===== config.mk =====
export PLATFORM = sky130hd
export DESIGN_NAME = tc_tape_ctl
export DESIGN_NICKNAME = d
export VERILOG_FILES = /design/src/tc_pkg.sv /design/src/tc_tape_ctl.sv
export VERILOG_INCLUDE_DIRS = /design/src
export SDC_FILE = /design/constraint.sdc
export NUM_CORES = 1
export LEC_CHECK = 0
export BUFFER_PORTS_ARGS = -buffer_cell sky130_fd_sc_hd__buf_2
export CAP_MARGIN = 25
export CORE_ASPECT_RATIO = 1.5
export CORE_MARGIN = 2
export CORE_UTILIZATION = 54
export DETAILED_ROUTE_END_ITERATION = 10
export GPL_TIMING_DRIVEN = 0
export PLACE_DENSITY = 0.76
export SYNTH_ARGS = -nofsm -noshare
export SYNTH_HDL_FRONTEND = slang
export SYNTH_SLANG_ARGS = --single-unit

===== constraint.sdc =====
create_clock -name MCLK -period 2.7 [get_ports MCLK]
set_input_delay 0.135 -clock MCLK [delete_from_list [all_inputs] [get_ports MCLK]]
set_output_delay 0.135 -clock MCLK [all_outputs]
set_load 0.01 [all_outputs]

===== src/tc_consts.svh =====
// constants for the tape controller command and status block
// Contract
// write clears status, starts motion; refused if protected
// odd parity per byte; cyclic then longitudinal check; the code gives the longitudinal character the XOR of all parity bits
// write at load point first advances 3.75 inches
// write end-of-operation after check passes and stop
// data after end-of-block start sets lost data
// code 10 records bits 8-15; 45 us timeout
// code 12 splits word; 95 us timeout
// code 13 erases, writes 0x13 record, sets mark
// code 73 arms erase; other command disarms it; the code keeps it armed across a refused write or mark
// space codes 22, 42, 20, 40 decoded
// space ends with end-of-operation; load point rules
// code 60 rewinds; refused at load point
// code 62 takes selected transport off line
// interrupt bits always executed; acknowledge rules
// interrupt mode follows bits; zero keeps mode
// data_out acknowledged when empty and writing
// data_in acknowledged when full and reading
// transfer drops request; ready or stop raises
// status_in word bit layout
// busy during motion; commands refused while busy
// end-of-tape latch set and clear conditions
// transfers set buffer-not-available; ready clears it
// low accumulator byte is the command code
// connect selects unit from bits 14 and 15
`ifndef TC_CONSTS_SVH
`define TC_CONSTS_SVH
`define TC_MCLK_MHZ      250
`define TC_LEAD_MIL      3750
`define TC_TAPE_IPS      25
`define TC_LEAD_US       (`TC_LEAD_MIL * 1000 / `TC_TAPE_IPS)
`define TC_BYTE_TO_US    45
`define TC_WORD_TO_US    95
`define TC_CMD_RD_BYTE   8'h01
`define TC_CMD_RD_WORD   8'h03
`define TC_CMD_WR_BYTE   8'h10
`define TC_CMD_WR_WORD   8'h12
`define TC_CMD_WR_MARK   8'h13
`define TC_CMD_SP_RF     8'h22
`define TC_CMD_SP_RB     8'h42
`define TC_CMD_SP_FF     8'h20
`define TC_CMD_SP_FB     8'h40
`define TC_CMD_REWIND    8'h60
`define TC_CMD_OFFLINE   8'h62
`define TC_CMD_SET_ERASE 8'h73
`define TC_INT_MASK      8'hf3
`define TC_MARK_BYTE     8'h13
`define TC_CRC_TAP       9'h003c
`define TC_ST_LEN        4
`define TC_ST_BNA        5
`define TC_ST_REW        6
`define TC_ST_BUSY       8
`define TC_ST_NRDY       9
`define TC_ST_PAR        10
`define TC_ST_PROT       11
`define TC_ST_LP         12
`define TC_ST_LOST       13
`define TC_ST_EOT        14
`define TC_ST_TM         15
`endif


===== src/tc_pkg.sv =====
// types for the tape controller command and status block
package tc_pkg;
    typedef enum logic [6:0] {
        ST_IDLE  = 7'h01,
        ST_LEAD  = 7'h02,
        ST_WRITE = 7'h04,
        ST_EOB   = 7'h08,
        ST_WAIT  = 7'h10,
        ST_SPACE = 7'h20,
        ST_READ  = 7'h40
    } tc_state_e;

    typedef struct packed {
        logic [3:0] online;
        logic [3:0] protect;
        logic [3:0] load_pt;
        logic [3:0] end_tape;
        logic [3:0] rewinding;
        logic       moving;
        logic       gap;
        logic       mark;
        logic       lrc_ok;
        logic       lrc_err;
        logic       taken;
        logic       rd_stb;
        logic [7:0] rd_data;
    } tc_tu_in_s;

    typedef struct packed {
        logic [1:0] sel;
        logic       fwd;
        logic       rev;
        logic       rewind;
        logic       erase;
        logic       offline;
        logic       wr_valid;
        logic [8:0] wr_data;
    } tc_tu_out_s;
endpackage : tc_pkg


===== src/tc_tape_ctl.sv =====
// command decode, data handshake and status for the tape controller
`timescale 1ns/1ns
`include "tc_consts.svh"
module tc_tape_ctl #(
    parameter int unsigned LEAD_CYC    = `TC_LEAD_US * `TC_MCLK_MHZ,
    parameter int unsigned BYTE_TO_CYC = `TC_BYTE_TO_US * `TC_MCLK_MHZ,
    parameter int unsigned WORD_TO_CYC = `TC_WORD_TO_US * `TC_MCLK_MHZ
) (
    // clock, reset, enable
    input  wire logic               MCLK,
    input  wire logic               RST_N,
    input  wire logic               CE,
    // host i/o channel
    input  wire logic               CMD_OUT_STB,
    input  wire logic               DATA_OUT_STB,
    input  wire logic               DATA_IN_STB,
    input  wire logic               STATUS_IN_STB,
    input  wire logic [0:15]        ACC_IN,
    output logic                    ACK,
    output logic                    SRQ,
    output logic      [0:15]        ACC_OUT,
    // tape transports
    input  wire tc_pkg::tc_tu_in_s  TU_IN,
    output tc_pkg::tc_tu_out_s      TU_OUT
);
    tc_pkg::tc_state_e  st_q;
    tc_pkg::tc_tu_in_s  s1_q, s2_q, s3_q;
    logic [31:0] cnt_q;
    logic [7:0]  job_q, pend_q, out_q;
    logic [7:0]  mem_q [0:1];
    logic [8:0]  crc_q, lrc_q, ld_val;
    logic [0:15] rd_q, stw;
    logic [1:0]  sel_q, fcnt_q, ph_q;
    logic fwd_q, rev_q, rew_q, off_q, erase_q, chk_q, out_v_q, par_out_q;
    logic wp_q, rp_q, pend_v_q, bna_q, eoo_q, lost_q, perr_q, tm_q, eot_q;
    logic erase_pend_q, last_wr_q, last_rd_q, rd_full_q, rd_half_q;
    logic dat_en_q, eoo_en_q, srq_q, ack_q;
    logic [7:0] cmd;
    logic [1:0] ib;
    logic on_sel, pr_sel, lp_sel, rw_sel, et_sel, busy, idle_ok;
    logic is_wr, is_mk, is_sp, is_rd, cmd_ok, cmd_go, cmd_ack;
    logic dout_ack, din_ack, gap_ev, mark_ev, ok_ev, err_ev, tk_ev, rd_ev;
    logic out_free, pop, push, emit, done, space_ok, word_m, end_sp, to_hit;
    logic [7:0] push_b;

    // two-flop synchronisers, third stage for edges
    always_ff @(posedge MCLK)
    begin
        if (!RST_N)
        begin
            s1_q <= '0;
            s2_q <= '0;
            s3_q <= '0;
        end
        else if (CE)
        begin
            s1_q <= TU_IN;
            s2_q <= s1_q;
            s3_q <= s2_q;
        end
    end

    assign gap_ev  = s2_q.gap & ~s3_q.gap;
    assign mark_ev = s2_q.mark & ~s3_q.mark;
    assign ok_ev   = s2_q.lrc_ok & ~s3_q.lrc_ok;
    assign err_ev  = s2_q.lrc_err & ~s3_q.lrc_err;
    assign tk_ev   = s2_q.taken & ~s3_q.taken;
    assign rd_ev   = s2_q.rd_stb & ~s3_q.rd_stb & (st_q == tc_pkg::ST_READ);
    assign on_sel  = s2_q.online[sel_q];
    assign pr_sel  = s2_q.protect[sel_q];
    assign lp_sel  = s2_q.load_pt[sel_q];
    assign rw_sel  = s2_q.rewinding[sel_q];
    assign et_sel  = s2_q.end_tape[sel_q];

    // command decode
    assign cmd     = ACC_IN[8:15] & `TC_INT_MASK;
    assign ib      = ACC_IN[12:13];
    assign busy    = (st_q != tc_pkg::ST_IDLE) | s2_q.moving | rw_sel;
    assign idle_ok = !busy & on_sel;
    assign is_wr   = (cmd == `TC_CMD_WR_BYTE) | (cmd == `TC_CMD_WR_WORD);
    assign is_mk   = (cmd == `TC_CMD_WR_MARK);
    assign is_rd   = (cmd == `TC_CMD_RD_BYTE) | (cmd == `TC_CMD_RD_WORD);
    assign is_sp   = (cmd == `TC_CMD_SP_RF) | (cmd == `TC_CMD_SP_RB)
                   | (cmd == `TC_CMD_SP_FF) | (cmd == `TC_CMD_SP_FB);
    always_comb
    begin
        cmd_ok = 1'b0;
        if (ACC_IN[8])
            cmd_ok = !busy;
        else if (is_wr || is_mk)
            cmd_ok = idle_ok && !pr_sel;
        else if (is_sp)
            cmd_ok = idle_ok && !(cmd[6] && lp_sel);
        else if (cmd == `TC_CMD_REWIND)
            cmd_ok = idle_ok && !lp_sel;
        else if (is_rd || cmd == `TC_CMD_OFFLINE || cmd == `TC_CMD_SET_ERASE)
            cmd_ok = idle_ok;
    end
    assign cmd_go   = CE & CMD_OUT_STB & cmd_ok;
    assign cmd_ack  = cmd_go | (CE & CMD_OUT_STB & (cmd == 8'h00) & (ib != 2'h0));
    assign dout_ack = CE & DATA_OUT_STB & !bna_q & last_wr_q
                    & (st_q == tc_pkg::ST_WRITE);
    assign din_ack  = CE & DATA_IN_STB & !bna_q & last_rd_q & rd_full_q;
    assign word_m   = (job_q == `TC_CMD_WR_WORD) | (job_q == `TC_CMD_RD_WORD);
    assign to_hit   = cnt_q == (word_m ? WORD_TO_CYC : BYTE_TO_CYC) - 1;
    assign done     = (st_q == tc_pkg::ST_WAIT) & chk_q & !s2_q.moving;
    assign end_sp   = mark_ev | (job_q[1] & gap_ev) | (rev_q & lp_sel);

    // sequencing of motion
    always_ff @(posedge MCLK)
    begin
        if (!RST_N)
        begin
            st_q    <= tc_pkg::ST_IDLE;
            cnt_q   <= '0;
            fwd_q   <= 1'b0;
            rev_q   <= 1'b0;
            erase_q <= 1'b0;
            chk_q   <= 1'b0;
            job_q   <= 8'h00;
        end
        else if (CE)
        begin
            case (st_q)
                tc_pkg::ST_IDLE:
                    if (cmd_go && (is_wr || is_mk || is_sp || is_rd))
                    begin
                        job_q <= cmd;
                        cnt_q <= '0;
                        chk_q <= 1'b0;
                        fwd_q <= !(is_sp && cmd[6]);
                        rev_q <= is_sp && cmd[6];
                        erase_q <= (is_wr && erase_pend_q) || is_mk;
                        if (is_sp)
                            st_q <= tc_pkg::ST_SPACE;
                        else if (is_rd)
                            st_q <= tc_pkg::ST_READ;
                        else if (lp_sel || erase_pend_q || is_mk)
                            st_q <= tc_pkg::ST_LEAD;
                        else
                            st_q <= tc_pkg::ST_WRITE;
                    end
                tc_pkg::ST_LEAD:
                    if (cnt_q == LEAD_CYC - 1)
                    begin
                        cnt_q   <= '0;
                        erase_q <= 1'b0;
                        st_q    <= (job_q == `TC_CMD_WR_MARK) ? tc_pkg::ST_EOB : tc_pkg::ST_WRITE;
                    end
                    else
                        cnt_q <= cnt_q + 32'h0000_0001;
                tc_pkg::ST_WRITE:
                    if (dout_ack || bna_q)
                        cnt_q <= '0;
                    else if (to_hit)
                        st_q <= tc_pkg::ST_EOB;
                    else
                        cnt_q <= cnt_q + 32'h0000_0001;
                tc_pkg::ST_EOB:
                    if (ph_q == 2'h2 && !out_v_q)
                    begin
                        fwd_q <= 1'b0;
                        st_q  <= tc_pkg::ST_WAIT;
                    end
                tc_pkg::ST_WAIT:
                    if (ok_ev || err_ev)
                        chk_q <= 1'b1;
                    else if (done)
                        st_q <= tc_pkg::ST_IDLE;
                tc_pkg::ST_SPACE:
                    if (end_sp)
                    begin
                        fwd_q <= 1'b0;
                        rev_q <= 1'b0;
                        chk_q <= 1'b1;
                        st_q  <= tc_pkg::ST_WAIT;
                    end
                tc_pkg::ST_READ:
                    if (gap_ev)
                    begin
                        fwd_q <= 1'b0;
                        chk_q <= 1'b1;
                        st_q  <= tc_pkg::ST_WAIT;
                    end
                default:
                    st_q <= tc_pkg::ST_IDLE;
            endcase
        end
    end

    // two-entry write buffer
    assign push     = pend_v_q | dout_ack;
    assign push_b   = pend_v_q ? pend_q : (word_m ? ACC_IN[0:7] : ACC_IN[8:15]);
    assign out_free = !out_v_q | tk_ev;
    assign pop      = out_free & (fcnt_q != 2'h0);
    assign emit     = out_free & !pop & !pend_v_q & (st_q == tc_pkg::ST_EOB) & (ph_q != 2'h2);
    assign space_ok = !pend_v_q & (word_m ? (fcnt_q == 2'h0) : (fcnt_q != 2'h2));

    always_ff @(posedge MCLK)
    begin
        if (!RST_N)
        begin
            wp_q     <= 1'b0;
            rp_q     <= 1'b0;
            fcnt_q   <= 2'h0;
            pend_v_q <= 1'b0;
            pend_q   <= 8'h00;
            mem_q[0] <= 8'h00;
            mem_q[1] <= 8'h00;
        end
        else if (CE)
        begin
            if (push)
            begin
                mem_q[wp_q] <= push_b;
                wp_q        <= ~wp_q;
            end
            if (pop)
                rp_q <= ~rp_q;
            fcnt_q   <= fcnt_q + {1'b0, push} - {1'b0, pop};
            pend_v_q <= dout_ack & word_m;
            if (dout_ack)
                pend_q <= ACC_IN[8:15];
        end
    end

    // transport byte register with parity and check characters
    always_comb
    begin
        ld_val = {~^mem_q[rp_q], mem_q[rp_q]};
        if (!pop)
        begin
            if (ph_q == 2'h1)
                ld_val = lrc_q;
            else if (job_q == `TC_CMD_WR_MARK)
                ld_val = {~^`TC_MARK_BYTE, `TC_MARK_BYTE};
            else
                ld_val = {~^crc_q[7:0], crc_q[7:0]};
        end
    end

    always_ff @(posedge MCLK)
    begin
        if (!RST_N)
        begin
            out_v_q   <= 1'b0;
            out_q     <= 8'h00;
            par_out_q <= 1'b0;
            crc_q     <= 9'h000;
            lrc_q     <= 9'h000;
            ph_q      <= 2'h0;
        end
        else if (CE)
        begin
            if (cmd_go)
            begin
                crc_q <= 9'h000;
                lrc_q <= 9'h000;
                ph_q  <= 2'h0;
            end
            if (pop || emit)
            begin
                out_v_q   <= 1'b1;
                {par_out_q, out_q} <= ld_val;
                lrc_q <= lrc_q ^ ld_val;
                if (pop)
                    crc_q <= {crc_q[7:0], 1'b0} ^ {1'b0, ld_val[7:0]}
                           ^ (crc_q[8] ? `TC_CRC_TAP : 9'h000);
                if (emit)
                    ph_q <= ph_q + 2'h1;
            end
            else if (tk_ev)
                out_v_q <= 1'b0;
        end
    end

    // read holding word
    always_ff @(posedge MCLK)
    begin
        if (!RST_N)
        begin
            rd_q      <= 16'h0000;
            rd_full_q <= 1'b0;
            rd_half_q <= 1'b0;
        end
        else if (CE)
        begin
            if (din_ack || cmd_go)
                rd_full_q <= 1'b0;
            if (cmd_go)
                rd_half_q <= 1'b0;
            if (rd_ev && !rd_full_q)
            begin
                if (word_m && !rd_half_q)
                begin
                    rd_q[0:7] <= s2_q.rd_data;
                    rd_half_q <= 1'b1;
                end
                else
                begin
                    rd_q[8:15] <= s2_q.rd_data;
                    if (!word_m)
                        rd_q[0:7] <= 8'h00;
                    rd_half_q <= 1'b0;
                    rd_full_q <= 1'b1;
                end
            end
        end
    end

    // status flags
    always_ff @(posedge MCLK)
    begin
        if (!RST_N)
        begin
            bna_q <= 1'b1;
            eoo_q <= 1'b1;
            lost_q <= 1'b0;
            perr_q <= 1'b0;
            tm_q <= 1'b0;
            eot_q <= 1'b0;
            erase_pend_q <= 1'b0;
            last_wr_q <= 1'b0;
            last_rd_q <= 1'b0;
            sel_q <= 2'h0;
        end
        else if (CE)
        begin
            if (cmd_go || dout_ack || din_ack)
                bna_q <= 1'b1;
            else if ((st_q == tc_pkg::ST_WRITE) && space_ok)
                bna_q <= 1'b0;
            else if (last_rd_q && rd_full_q)
                bna_q <= 1'b0;
            else if (st_q != tc_pkg::ST_WRITE)
                bna_q <= 1'b1;
            if (done || (cmd_go && cmd == `TC_CMD_REWIND))
                eoo_q <= 1'b1;
            else if (cmd_go && (is_wr || is_mk || is_sp || is_rd))
                eoo_q <= 1'b0;
            if (CE && DATA_OUT_STB && last_wr_q && (eoo_q || st_q == tc_pkg::ST_EOB || st_q == tc_pkg::ST_WAIT))
                lost_q <= 1'b1;
            else if (cmd_go && (is_wr || is_mk || is_rd))
                lost_q <= 1'b0;
            if (err_ev)
                perr_q <= 1'b1;
            else if (cmd_go && (is_wr || is_mk || is_sp || is_rd))
                perr_q <= 1'b0;
            if ((st_q == tc_pkg::ST_SPACE && mark_ev) || (done && job_q == `TC_CMD_WR_MARK))
                tm_q <= 1'b1;
            else if (cmd_go && (is_wr || is_mk || is_sp || is_rd))
                tm_q <= 1'b0;
            if (fwd_q && et_sel)
                eot_q <= 1'b1;
            else if ((rev_q && et_sel) || !on_sel || (cmd_go && ACC_IN[8] && ACC_IN[14:15] != sel_q))
                eot_q <= 1'b0;
            if (cmd_go && cmd == `TC_CMD_SET_ERASE)
                erase_pend_q <= 1'b1;
            else if (CE && CMD_OUT_STB && (!(is_wr || is_mk) || cmd_go))
                erase_pend_q <= 1'b0;
            if (cmd_go && cmd != 8'h00)
            begin
                last_wr_q <= is_wr;
                last_rd_q <= is_rd;
            end
            if (cmd_go && ACC_IN[8])
                sel_q <= ACC_IN[14:15];
        end
    end

    // status word
    always_comb
    begin
        stw                = 16'h0000;
        stw[`TC_ST_REW]    = rw_sel;
        stw[`TC_ST_BNA]    = bna_q;
        stw[`TC_ST_LEN]    = 1'b0;
        stw[`TC_ST_BUSY]   = busy;
        stw[`TC_ST_NRDY]   = !on_sel;
        stw[`TC_ST_PAR]    = perr_q;
        stw[`TC_ST_PROT]   = pr_sel;
        stw[`TC_ST_LP]     = lp_sel;
        stw[`TC_ST_LOST]   = lost_q;
        stw[`TC_ST_EOT]    = eot_q;
        stw[`TC_ST_TM]     = tm_q;
    end

    // host answers, interrupt mode and service request
    always_ff @(posedge MCLK)
    begin
        if (!RST_N)
        begin
            ack_q    <= 1'b0;
            ACC_OUT  <= 16'h0000;
            dat_en_q <= 1'b0;
            eoo_en_q <= 1'b0;
            srq_q    <= 1'b0;
            rew_q    <= 1'b0;
            off_q    <= 1'b0;
        end
        else if (CE)
        begin
            ack_q <= cmd_ack | dout_ack | din_ack;
            rew_q <= cmd_go && cmd == `TC_CMD_REWIND;
            off_q <= cmd_go && cmd == `TC_CMD_OFFLINE;
            if (STATUS_IN_STB)
                ACC_OUT <= stw;
            else if (din_ack)
                ACC_OUT <= rd_q;
            if (CMD_OUT_STB && ib != 2'h0)
            begin
                dat_en_q <= ib == 2'h2;
                eoo_en_q <= ib != 2'h1;
            end
            if ((dat_en_q && bna_q && !bna_d_free()) ||
                (eoo_en_q && !eoo_q && (done || (cmd_go && cmd == `TC_CMD_REWIND))))
                srq_q <= 1'b1;
            else if (dout_ack || din_ack || STATUS_IN_STB || (CMD_OUT_STB && ib[0]))
                srq_q <= 1'b0;
        end
    end

    function automatic logic bna_d_free();
        bna_d_free = !(((st_q == tc_pkg::ST_WRITE) && space_ok && !dout_ack)
                     || (last_rd_q && rd_full_q && !din_ack));
    endfunction : bna_d_free

    assign ACK    = ack_q;
    assign SRQ    = srq_q;
    assign TU_OUT = {sel_q, fwd_q, rev_q, rew_q, erase_q, off_q, out_v_q, par_out_q, out_q};

    // checks
    a_write_protect: assert property (@(posedge MCLK) disable iff (!RST_N)
        CE && CMD_OUT_STB && (is_wr || is_mk) && pr_sel |=> !ACK)
        else $error("write taken on protected unit");
    a_byte_parity: assert property (@(posedge MCLK) disable iff (!RST_N)
        out_v_q && ph_q != 2'h2 && st_q != tc_pkg::ST_EOB |-> par_out_q == ~^out_q)
        else $error("recorded byte parity not odd");
    a_lead_hold: assert property (@(posedge MCLK) disable iff (!RST_N)
        st_q == tc_pkg::ST_LEAD && cnt_q < LEAD_CYC - 1 |=> st_q == tc_pkg::ST_LEAD)
        else $error("lead-in left early");
    a_lost_data: assert property (@(posedge MCLK) disable iff (!RST_N)
        CE && DATA_OUT_STB && last_wr_q && (eoo_q || st_q == tc_pkg::ST_WAIT) |=> lost_q)
        else $error("late data did not set lost data");
    a_rewind_lp: assert property (@(posedge MCLK) disable iff (!RST_N)
        CE && CMD_OUT_STB && cmd == `TC_CMD_REWIND && lp_sel |=> !ACK)
        else $error("rewind at load point acknowledged");
    a_busy_refuse: assert property (@(posedge MCLK) disable iff (!RST_N)
        CE && CMD_OUT_STB && busy && cmd != 8'h00 |=> !ACK)
        else $error("command acknowledged while busy");
    a_dout_gate: assert property (@(posedge MCLK) disable iff (!RST_N)
        CE && DATA_OUT_STB && (bna_q || !last_wr_q) && !CMD_OUT_STB |=> !ACK)
        else $error("data_out acknowledged while unavailable");
    a_din_gate: assert property (@(posedge MCLK) disable iff (!RST_N)
        CE && DATA_IN_STB && !rd_full_q && !CMD_OUT_STB |=> !ACK)
        else $error("data_in acknowledged with empty buffer");
    a_xfer_bna: assert property (@(posedge MCLK) disable iff (!RST_N)
        dout_ack || din_ack |=> bna_q)
        else $error("transfer left buffer available");
    a_status_busy: assert property (@(posedge MCLK) disable iff (!RST_N)
        CE && STATUS_IN_STB |=> ACC_OUT[`TC_ST_BUSY] == $past(busy)
        && ACC_OUT[`TC_ST_BNA] == $past(bna_q)) else $error("status word misplaced");
    c_write_done: cover property (@(posedge MCLK) disable iff (!RST_N) done && last_wr_q);
    c_space_mark: cover property (@(posedge MCLK) disable iff (!RST_N) st_q == tc_pkg::ST_SPACE && mark_ev);
    c_write_timeout: cover property (@(posedge MCLK) disable iff (!RST_N) st_q == tc_pkg::ST_WRITE && to_hit);
endmodule : tc_tape_ctl


== Word-level counts from Yosys, hierarchy flattened ==
Memory sizes are Yosys's and may differ from the RTL's. A register that Yosys moved wholly into a read port is not among the register bits.
Index checks and enable logic that the tools add are counted.

* Output and inout port bits: 35
* Register bits: 219
* Memories kept: 1
* Bits in writable memories: 16

{| class="wikitable"
|+ Memories
! name !! words !! width !! rd ports !! clocked after Yosys merged registers in !! write ports !! line !! source
|-
| mem_q || 2 || 8 || 1 || 1 || 2 || tc_tape_ctl.sv:30 || <nowiki>logic [7:0] mem_q [0:1];</nowiki>
|}

* Multiplexer cells: 102
* Bitwise logic cells: 58
* Reduce and logical (&&, ||, !) cells: 133
* Add/subtract/negate cells: 5
* $lt $le $gt $ge: 1
* Eq/ne operators: 45

{| class="wikitable"
|+ Operators with widths
! operator !! count
|-
| $mux 32 || 4
|-
| $pmux 32 s3 || 1
|-
| $mux 7 || 11
|-
| $mux 9 || 8
|-
| $mux 1 || 54
|-
| $pmux 7 s7 || 1
|-
| $mux 8 || 5
|-
| $reduce_and 2->1 || 19
|-
| $logic_and 1x1->1 || 36
|-
| $add 32x1->32 const B || 1
|-
| $eq 32x26->1 const B || 1
|-
| $eq 32x32->1 || 1
|-
| $mux 16 || 2
|-
| $and 1x1->1 || 31
|-
| $eq 6x3->1 const B || 5
|-
| $eq 6x5->1 const B || 5
|-
| $reduce_bool 2->1 || 15
|-
| $logic_or 1x1->1 || 27
|-
| $ne 2x2->1 const B || 11
|-
| $logic_not 1->1 || 17
|-
| $reduce_xnor 8->1 || 2
|-
| $sub 15x1->16 const B || 1
|-
| $mux 15 || 1
|-
| $or 1x1->1 || 15
|-
| 42 further kinds || 70
|}

== Logic depth before layout (Yosys ltp) ==
Gate-level depths: netlist of run 1.

* Depth in word-level cells: 17
* Gate-level depth with buffers: 11

== Worst setup path before layout of run 1 ==
No wires, ideal clock.

* Path kind: reg-to-reg
* Start: register sel_q[0]
* End: register st_q[0]
* Arrival time: 2.632 ns
* Buffers on the path: 2
* Period minus slack after synthesis: 2.752 ns
* Required time: 2.579 ns
* Path slack: -0.052 ns
* Cell stages (with the launch flop): 9
* Cell sequence: dfxtp_1 -> buf_6 -> mux4_2 -> or2_4 -> nor3_4 -> o2111ai_2 -> a211oi_2 -> buf_4 -> mux2_2

* Longest elaborated chain between the ends: 14
* Elaborated cells on any way between the ends: 30

{| class="wikitable"
|+ RTL lines
! what !! line !! source
|-
| start, declared || tc_tape_ctl.sv:33 || <nowiki>logic [1:0] sel_q, fcnt_q, ph_q;</nowiki>
|-
| start signal, assigned || tc_tape_ctl.sv:367 || <nowiki>sel_q <= ACC_IN[14:15];</nowiki>
|-
| $bmux 1 s2 || tc_tape_ctl.sv:72 || <nowiki>assign rw_sel = s2_q.rewinding[sel_q];</nowiki>
|-
| $mux 1 (not written as such) || tc_tape_ctl.sv:72 ||
|-
| $or 1x1->1 || tc_tape_ctl.sv:78 || <nowiki>assign busy = (st_q != tc_pkg::ST_IDLE) | s2_q.moving | rw_sel;</nowiki>
|-
| $logic_not 1->1 || tc_tape_ctl.sv:79, tc_tape_ctl.sv:89 ||
|-
| $and 1x1->1 || tc_tape_ctl.sv:79 || <nowiki>assign idle_ok = !busy & on_sel;</nowiki>
|-
| $mux 1 / $logic_and 1x1->1 (equally long branches) || tc_tape_ctl.sv:96, tc_tape_ctl.sv:95 ||
|-
| $mux 1 || tc_tape_ctl.sv:94 || <nowiki>else if (cmd == `TC_CMD_REWIND)</nowiki>
|-
| $mux 1 || tc_tape_ctl.sv:92 || <nowiki>else if (is_sp)</nowiki>
|-
| $mux 1 || tc_tape_ctl.sv:90 || <nowiki>else if (is_wr || is_mk)</nowiki>
|-
| $mux 1 || tc_tape_ctl.sv:88 || <nowiki>if (ACC_IN[8])</nowiki>
|-
| $and 1x1->1 || tc_tape_ctl.sv:99 || <nowiki>assign cmd_go = CE & CMD_OUT_STB & cmd_ok;</nowiki>
|-
| $logic_and 1x1->1 || tc_tape_ctl.sv:126 || <nowiki>if (cmd_go && (is_wr || is_mk || is_sp || is_rd))</nowiki>
|-
| $ne 2x2->1 (no source line) || -- ||
|-
| $reduce_and 10->1 (no source line) * || -- ||
|-
| end signal, assigned || tc_tape_ctl.sv:135 || <nowiki>st_q <= tc_pkg::ST_SPACE;</nowiki>
|-
| end signal, assigned || tc_tape_ctl.sv:137 || <nowiki>st_q <= tc_pkg::ST_READ;</nowiki>
|-
| end signal, assigned || tc_tape_ctl.sv:139 || <nowiki>st_q <= tc_pkg::ST_LEAD;</nowiki>
|-
| end, declared || tc_tape_ctl.sv:26 || <nowiki>tc_pkg::tc_state_e st_q;</nowiki>
|}

Every way passes the cells marked *; elsewhere a longest branch is shown, timed or not. The select of a mux whose other input is x is not followed.
A chain may end at the register's enable or synchronous reset.

== Worst setup path after layout of run 1 ==
* Start: register cnt_q[0]
* End: register st_q[0]

* Longest elaborated chain between the ends: 3
* Elaborated cells on any way between the ends: 5

{| class="wikitable"
|+ RTL lines
! what !! line !! source
|-
| start, declared || tc_tape_ctl.sv:28 || <nowiki>logic [31:0] cnt_q;</nowiki>
|-
| start signal, assigned || tc_tape_ctl.sv:151 || <nowiki>cnt_q <= cnt_q + 32'h0000_0001;</nowiki>
|-
| start signal, assigned || tc_tape_ctl.sv:158 || <nowiki>cnt_q <= cnt_q + 32'h0000_0001;</nowiki>
|-
| $eq 32x26->1 / $eq 32x32->1 (equally long branches) || tc_tape_ctl.sv:144, tc_tape_ctl.sv:105 ||
|-
| $ne 2x2->1 (no source line) || -- ||
|-
| $reduce_and 10->1 (no source line) * || -- ||
|-
| end signal, assigned || tc_tape_ctl.sv:141 || <nowiki>st_q <= tc_pkg::ST_WRITE;</nowiki>
|-
| end signal, assigned || tc_tape_ctl.sv:148 || <nowiki>st_q <= (job_q == `TC_CMD_WR_MARK) ? tc_pkg::ST_EOB : tc_pkg::ST_WRITE;</nowiki>
|-
| end signal, assigned || tc_tape_ctl.sv:156 || <nowiki>st_q <= tc_pkg::ST_EOB;</nowiki>
|}

Every way passes the cells marked *; elsewhere a longest branch is shown, timed or not.

==> results of run 1 <==
## metal layers
layer  GRT usage  part of all wire
met5           0                 0
met4       0.189             0.066
met3      0.0441             0.072
met2       0.546              0.51
met1       0.319              0.36
## worst max-delay path, delay by kind of cell, from the launching register on
kind                     cells  cell delay, ns
AND/OR/NAND/NOR              3            1.09
adder cells (fa/ha/maj)      1            0.15
multiplexers                 1            0.29
AO/OA/AOI/OAI                2            0.57
flip-flops                   1            0.36
buffers and inverters        1            0.17
## state kept, by name, summed over array words and instances, names as in the netlist, 8 cells and up, named ones only
signal,cells
lrc_q,9
pend_q,8
ACC_OUT,16
out_q,8
s2_q,35
cnt_q,32
crc_q,9
rd_q,16
mem_q,16
s1_q,35
## Yosys cell counts, drive strengths merged, types with 5 or more instances
master | number | area [um^2]
nor2b | 15 | 93.8
nor4b | 8 | 76.3
a221oi | 7 | 61.3
mux2i | 111 | 1110
ha | 6 | 75.1
xor2 | 12 | 105
or3 | 5 | 31.3
dfxtp | 220 | 4400
and3 | 15 | 93.8
edfxtp | 16 | 480
nand2 | 98 | 368
a21oi | 77 | 385
or2 | 5 | 33.8
nor4 | 10 | 62.6
o31ai | 29 | 223
nand4 | 8 | 50.1
o31a | 5 | 43.8
xnor2 | 30 | 263
and2 | 12 | 75.1
mux2 | 7 | 78.8
o2bb2ai | 6 | 52.6
a211oi | 14 | 115
nor3 | 22 | 126
a211o | 5 | 43.8
inv | 17 | 63.8
o21ai | 33 | 165
nand2b | 8 | 50.1
a31oi | 15 | 93.8
nor2 | 216 | 811
nand3b | 7 | 52.6
clkbuf | 58 | 218
buf | 22 | 134
a22oi | 17 | 128
nand3 | 40 | 200
## stage by stage
stage	cell area, um^2	setup TNS (ns)	cells
after floorplan	10900	0	1232
final	13800	-0.107	1718
after CTS	13400	-0.303	1705
after global placement	11700	-40.12	1581
after global routing	13800	-0.918	1718
after detailed placement	11700	-34.72	1583
## cell families after synthesis
logic type / share of synthesized area
and+or+nand+nor: 0.207
AOI/OAI and AO/OA: 0.149
DFF: 0.448
muxes: 0.117
buffers and inverters: 0.0381
xor gates and xnor gates: 0.0337
adders and majority gates: 0.00688
## what timing repair did
action / in CTS / in global routing
endpoints found under the hold margin: 40 / 0
gates resized for setup: 48 / 57
gates cloned: 1 / 1
endpoints found under the setup margin: 109 / 91
hold buffers: 39 / 0
setup buffers: 43 / 16
pin swaps: 17 / 14
## final timing paths
path / cells after the start / end / slack (ns) / start
max: 8 / st_q[0]$_SDFFE_PN1P_ / -0.05 / cnt_q[0]$_SDFFE_PN0P_
min: 5 / mem_q[1][3]$_SDFFCE_PN0P_ / 0.07 / ACC_IN[4]
max reg2reg: 8 / st_q[0]$_SDFFE_PN1P_ / -0.05 / cnt_q[0]$_SDFFE_PN0P_
min reg2reg: 2 / out_q[2]$_SDFFE_PN0P_ / 0.45 / out_q[2]$_SDFFE_PN0P_
## where the power goes
part           total (mW)  switching [mW]  internal (mW)
clock                3.57            1.46           2.11
sequential           3.70          0.0809           3.62
combinational        1.33           0.752          0.575
total                8.60            2.29           6.30
## area by class of cell
cell class                 instances  area, um^2
buffer                            76         385
multi-input combinational        899        5920
fill                            1491        6030
clock buffer                      27         604
tap                              260         325
inverter                          17        63.8
clock inverter                    15         228
timing repair buffer             188        1330
sequential                       236        4900
==> results.cfg, run 1 <==
[run_status]
status = finished, violations left
violations = setup timing

[sta]
finalSetupViolCount = 4
fin_crit_ns = 2.75
rsz0062_at_grt = true
hold_viol_final = 0
fmaxAchievable_ghz = 0.363
max_slew_margin = 0.371
fin_ws_ns = -0.0537
whs_ns = 0.0686
fin_worst_skew_ns = 0.0147
slew_viol_final = 0
fin_crit_sh = 1.02
worst_slew_pin_slew_ns = 0.943

[floorplanning]
dieArea_um2 = 21400
die_width_um = 120
ios = 93
num_rows = 63
start_util = 0.552
core-area_um2 = 19800
fp.dieH_um = 178

[critical_path]
arrival_ns = 3.17
crit_type = register to register
slowest_stage = or4b_4
cpPeakStageDelay_ns = 0.52
critPathMaxFanout = 5
worstPathRequired_ns = 3.12
worst_setup_path_end_kind = register
path_cells = ha_4, nand3_4, or4_4, o31a_1, or4b_4, a211oi_4, buf_6, mux2_4
cp-start-kind = register

[power_and_ir_drop]
p_leak_nw = 5.51
p_per_area_nw_per_um2 = 625
ir_worst_vdd_v = 0.000585
finalPower_mw = 8.60

[synth]
syn_avg_cell_area_um2 = 8.86
ys_seq_elements = 236
ys.flop_type = dfxtp_1
ys_seq_area_frac = 0.448
synth_edf_count = 16
synth_area_um2 = 10900
synth-async-reset-ratio = 0
yosysWarnings = 0
netlist_instances = 1232
syn-num-nets = 1296
synthDistinctLibCells = 69

[clock_tree]
cts_tree = done
clock_sinks = 236
cts_buffer_depth = 3
clkSlewWorstSetupHoldPaths_ns = 0.07
htree_num_levels = 1
clk_latency_ns = 0.53
cts_buffers = 23
cts-root-buf = clkbuf_16

[finish]
postLayoutCoreUtil = 0.695
fin_nets = 1505
final_common_cell = dfxtp_1
diodes = 0
drive_above_1_share = 0.198
area_growth_pct = 26.1
layout_common_cells = dfxtp_1, nor2_1, mux2i_1

[global_routing]
grt_overflow = 0
grt_pass1_vias = 9988
grt_pass1_wl_mm = 50.8
grt_max_degree = 17
antenna_found_initial = 0
grt_usage = 0.299

[place]
routabilityCongestion = 0.947
port-buffer-count = 89
pre_cts_ws_ns = -0.647
hpwl_mm = 22.0

[route]
ant_nets = 0
first_pass_iters = 5
vias_per_cell = 6.00
routed_wl_mm = 33.1
vias = 10300
drtIter0Drc = 963
drcViolationCount = 0
wl_per_cell_um = 19.2

[hold_path]
hold_class = primary input to register

[flow_run]
maxCapViolCount = 0
No activity file was read; power rests on OpenSTA's default activity.
==> run 2: changes to the inputs <==
- GPL_ROUTABILITY_DRIVEN: default -> 0
- PLACE_DENSITY: 0.76 -> 0.73
==> run 2 against run 1 <==
  * The run still ends with setup timing left
  * Global-route usage is 0.077 points higher
  * Clock power is 5% lower
  * Routed wire length is 0.93% lower
  * Power is 3.3% lower
  * Critical path type unchanged
==> results.cfg, run 2 (synthesized netlist as in run 1, its figures left out) <==
[run_status]
status = finished, violations left
violations = setup timing

[place]
placed_cells = 1583
hpwl_mm = 22.3
port-buffer-count = 89
pre_cts_ws_ns = -0.640
place_area_um2 = 11700

[global_routing]
grt_overflow = 0
grt_max_degree = 16
grt_usage = 0.300
grt_pass1_vias = 9693
antenna_found_initial = 0
grt_pass1_wl_mm = 50.7

[clock_tree]
htree_num_levels = 1
clk_latency_ns = 0.52
cts_tree = done
clkSlewWorstSetupHoldPaths_ns = 0.07
cts_buffer_depth = 3
clock_sinks = 236
cts-root-buf = clkbuf_16
cts_buffers = 22

[route]
routed_wl_mm = 32.8
vias_per_cell = 5.92
drcViolationCount = 0
drtIter0Drc = 854
wl_per_cell_um = 19.3
vias = 10000
first_pass_iters = 6
ant_nets = 0

[finish]
reg.largest.list = s1_q x35, s2_q x35, cnt_q x32
postLayoutCoreUtil = 0.680
fin_nets = 1483
finalNonFillerCells = 1694
area_growth_pct = 23.3
final_common_cell = nor2_1
design_area_um2 = 13500
diodes = 0
drive_above_1_share = 0.181
layout_common_cells = nor2_1, dfxtp_1, mux2i_1

[critical_path]
cp-start-kind = register
cp_num_buf_inv = 1
arrival_ns = 3.12
crit_type = register to register
path_delay_family = simple AND/OR/NAND/NOR gates
path_cells = nand3b_1, or4_4, o31a_1, or4b_1, a211oi_2, buf_4, mux2_4
slowest_stage = or4b_1
rrSetupSlack_ns = -0.008
critPathMaxFanout = 6
worstPathRequired_ns = 3.11
cpPeakStageDelay_ns = 0.50
worst_setup_path_end_kind = register

[floorplanning]
core-area_um2 = 19800
num_rows = 63
die_width_um = 120
dieArea_um2 = 21400
start_util = 0.552
ios = 93
fp.dieH_um = 178

[sta]
fin_ws_ns = -0.00768
fin_crit_sh = 1.00
fmaxAchievable_ghz = 0.369
slew_viol_final = 0
setup_tns_ns = -0.00768
worst_slew_pin_slew_ns = 0.938
fin_worst_skew_ns = 0.00949
finalSetupViolCount = 1
max_slew_margin = 0.374
rsz0062_at_grt = true
hold_viol_final = 0
whs_ns = 0.0731
fin_crit_ns = 2.71

[power_and_ir_drop]
switching_share = 0.259
power_switching_mw = 2.16
internal_power_mw = 6.15
ir_worst_vdd_v = 0.000626
finalPower_mw = 8.31
p_per_area_nw_per_um2 = 617
p_clk_frac = 0.409
comb_power_share = 0.145
p_leak_nw = 5.40
power_frac_seq = 0.446

[flow_run]
maxCapViolCount = 0

[hold_path]
hold_class = primary input to register
[run 2: cell count changes in the layout (fill, tap and decap cells not counted), sizes merged]
cell	before	now
buf	173	154
bufinv	5	4
clkbuf	79	81
clkinvlp	3	0
clkinv	2	4
inv	22	17
[run 2: worst min-delay path: stages]
cell and delay, ns:
buf_2 0.07, mux2i_1 0.05, nor2_1 0.08, a21oi_1 0.06, nor2_1 0.08
[run 2: power groups by stage]
stage	combinational, mW	clock [mW]	sequential (mW)
finish	1.21	3.40	3.70
global route	1.28	3.58	3.71
CTS	1.09	3.41	3.69
detailed placement	0.907	0	3.77
global placement	0.896	0	3.77
floorplan	0.619	0	3.76
[run 2: metal layers]
metal | part of all wire | GRT usage
met1 | 0.37 | 0.326
met2 | 0.50 | 0.542
met4 | 0.067 | 0.185
met3 | 0.060 | 0.0460
met5 | 0 | 0
[run 2: cell type report]
class                           count  area, um^2
Fill cell                        1597        6330
Multi-Input combinational cell    899        5850
Sequential cell                   236        4900
Timing Repair Buffer              167        1150
Clock buffer                       31         646
Buffer                             76         380
Tap cell                          260         325
Clock inverter                      8         140
Inverter                           17        63.8
[run 2: worst paths after layout]
check | from | cells after the start | to
max | cnt_q[14]$_SDFFE_PN0P_ | 7 | st_q[0]$_SDFFE_PN1P_
min | ACC_IN[5] | 5 | mem_q[1][2]$_SDFFCE_PN0P_
max reg2reg | cnt_q[14]$_SDFFE_PN0P_ | 7 | st_q[0]$_SDFFE_PN1P_
min reg2reg | out_q[5]$_SDFFE_PN0P_ | 2 | out_q[5]$_SDFFE_PN0P_
[run 2: what timing repair did]
item / 4_1_cts / 5_1_grt
buffers inserted: 29 / 7
pin swaps: 16 / 16
endpoints found under the setup margin: 119 / 70
gates cloned: 1 / 0
hold endpoints to repair: 40 / 0
gates resized for setup: 50 / 42
hold buffers: 39 / 0
==> run 3: changes to the inputs <==
- GPL_TIMING_DRIVEN: 0 -> default
==> run 3 against run 2 <==
  * The flow now finishes without violations
  * Routed wire length is 9.2% lower
  * Clock skew is 0.00066 ns higher
  * Die area stayed put
  * Non-clock buffer count is 33 lower
  * Maximum frequency is 1.2% higher
  * Via count is 3.1% lower
  * Count of clock-buffer cells in the layout is 1 higher
  * Cell count is 1.7% lower
  * Critical path type unchanged
  * Critical endpoint is now st_q[1]$_SDFFE_PN0P_
  * Largest cell class unchanged
  * Highest routed layer unchanged
==> results.cfg, run 3 (synthesized netlist as in run 1, its figures left out) <==
[sta]
fin_worst_skew_ns = 0.0101
fin_crit_ns = 2.68
fin_crit_sh = 0.991
worst_slew_pin_slew_ns = 0.654
setup_tns_ns = 0
slew_viol_final = 0
finalSetupViolCount = 0
max_slew_margin = 0.564
hold_viol_final = 0
fmaxAchievable_ghz = 0.374

[clock_tree]
cts_setup_buffers = 0
cts_buffer_depth = 3
cts_buffers = 24
clock_sinks = 236
cts-root-buf = clkbuf_16
cts_tree = done
clk_latency_ns = 0.52
htree_num_levels = 1
clkSlewWorstSetupHoldPaths_ns = 0.07

[place]
place_area_um2 = 11900
port-buffer-count = 92
hpwl_mm = 20.6

[power_and_ir_drop]
power_switching_mw = 2.12
p_per_area_nw_per_um2 = 623
switching_share = 0.256
comb_power_share = 0.127
p_leak_nw = 5.41
p_clk_frac = 0.425
internal_power_mw = 6.15
power_frac_seq = 0.448
ir_worst_vdd_v = 0.000553

[route]
vias = 9718
routed_wl_mm = 29.8
first_pass_iters = 5
highest_layer = met4
ant_nets = 0
vias_per_cell = 5.84
wl_met2_mm = 15.1
wl_met1_mm = 11.4
drcViolationCount = 0
met3WireLength_mm = 1.40
drtIter0Drc = 700
wl_per_cell_um = 17.9

[critical_path]
r2r-start = cnt_q[0]$_SDFFE_PN0P_
arrival_ns = 3.09
startpoint = cnt_q[0]$_SDFFE_PN0P_
rrSetupSlack_ns = 0.02
crit_type = register to register
endpoint = st_q[1]$_SDFFE_PN0P_
critPathMaxFanout = 5
rr_worst_depth = 9
rr_endpoint = st_q[1]$_SDFFE_PN0P_
cp-start-kind = register
worstPathRequired_ns = 3.12
worst_setup_path_end_kind = register

[floorplanning]
fp.dieH_um = 178
core-area_um2 = 19800
ios = 93
start_util = 0.552
dieArea_um2 = 21400
num_rows = 63
die_width_um = 120

[finish]
reg.largest.list = s1_q x35, s2_q x35, cnt_q x32
final_common_cell = dfxtp_1
area_growth_pct = 21.6
layout_common_cells = dfxtp_1, nor2_1, mux2i_1
fin_nets = 1452
drive_above_1_share = 0.176
diodes = 0
design_area_um2 = 13300

[global_routing]
grt_pass1_wl_mm = 46.7
grt_usage = 0.271
grt_max_degree = 59
antenna_found_initial = 0
grt_pass1_vias = 9446
grt_overflow = 0

[hold_path]
holdPathStages = 2
hold_class = primary input to register

[flow_run]
maxCapViolCount = 0

[run_status]
status = complete, no violations
-- run 3: cell count changes in the layout (fill, tap and decap cells not counted), moves of 6 or more --
| cell | delta |
|---|---|
| dfxtp_1 | +6 |
| buf_1 | -9 |
| buf_4 | +31 |
| clkbuf_1 | -45 |
| clkbuf_2 | -6 |
| a21oi_1 | +6 |
-- run 3: worst min-delay path by stage --
stage	startpoint	end	slack, ns
floorplan	ACC_IN[13]	pend_q[2]$_SDFFE_PN0P_	0.27
global placement	TU_IN[6]	s1_q[6]$_SDFFE_PN0P_	0.37
detailed placement	TU_IN[32]	s1_q[32]$_SDFFE_PN0P_	0.38
CTS	CE	ACK$_SDFFE_PN0P_	0.006
global route	CE	ACK$_SDFFE_PN0P_	0.04
finish	CE	ACK$_SDFFE_PN0P_	0.02
-- run 3: power by group through the flow --
| stage | combinational (mW) | clock, mW | sequential, mW |
|---|---|---|---|
| 6_report | 1.05 | 3.51 | 3.71 |
| 2_1_floorplan | 0.619 | 0 | 3.76 |
| 3_3_place_gp | 0.926 | 0 | 3.77 |
| 5_1_grt | 1.13 | 3.68 | 3.72 |
| 3_5_place_dp | 0.939 | 0 | 3.78 |
| 4_1_cts | 0.995 | 3.55 | 3.70 |
-- run 3: worst max-delay path, cell delays in order, from the launching register on --
cell and delay (ns):
dfxtp_2 0.37, ha_4 0.16, nand3_2 0.09, or4_4 0.42, o31a_1 0.32, or4b_4 0.50, a211oi_4 0.29, buf_6 0.16
nor2_1 0.04, a31o_2 0.21
-- run 3: what timing repair did --
item	4_1_cts	5_1_grt
hold endpoints to repair	44	0
setup endpoints to repair	0	27
hold buffers	42	0
gates resized for setup	0	16
-- run 3: cell type report --
class                           instances  area [um^2]
Clock buffer                           32          692
Clock inverter                         11          144
Fill cell                            1574         6520
Inverter                               17         66.3
Multi-Input combinational cell        899         5700
Sequential cell                       236         4890
Tap cell                              260          325
Timing Repair Buffer                  210         1460
-- run 3: per-layer routing --
metal / track usage / vias up
met1: 0.290 / 4602
met2: 0.496 / 313
met5: 0 / -
met3: 0.0419 / 117
met4: 0.169 / 0
li1: - / 4686
-- run 3: stage by stage --
step                worst slack, ns  hold WS (ns)  total power [mW]  instances   util
floorplan                    0.0338         0.271              4.37       1232      -
global placement              0.149         0.368              4.70       1579  0.604
detailed placement           0.0730         0.375              4.72       1579  0.604
CTS                          0.0564       0.00637              8.25       1664  0.667
global route                -0.0559        0.0366              8.53       1665  0.671
finish                       0.0235        0.0190              8.27       1665  0.671
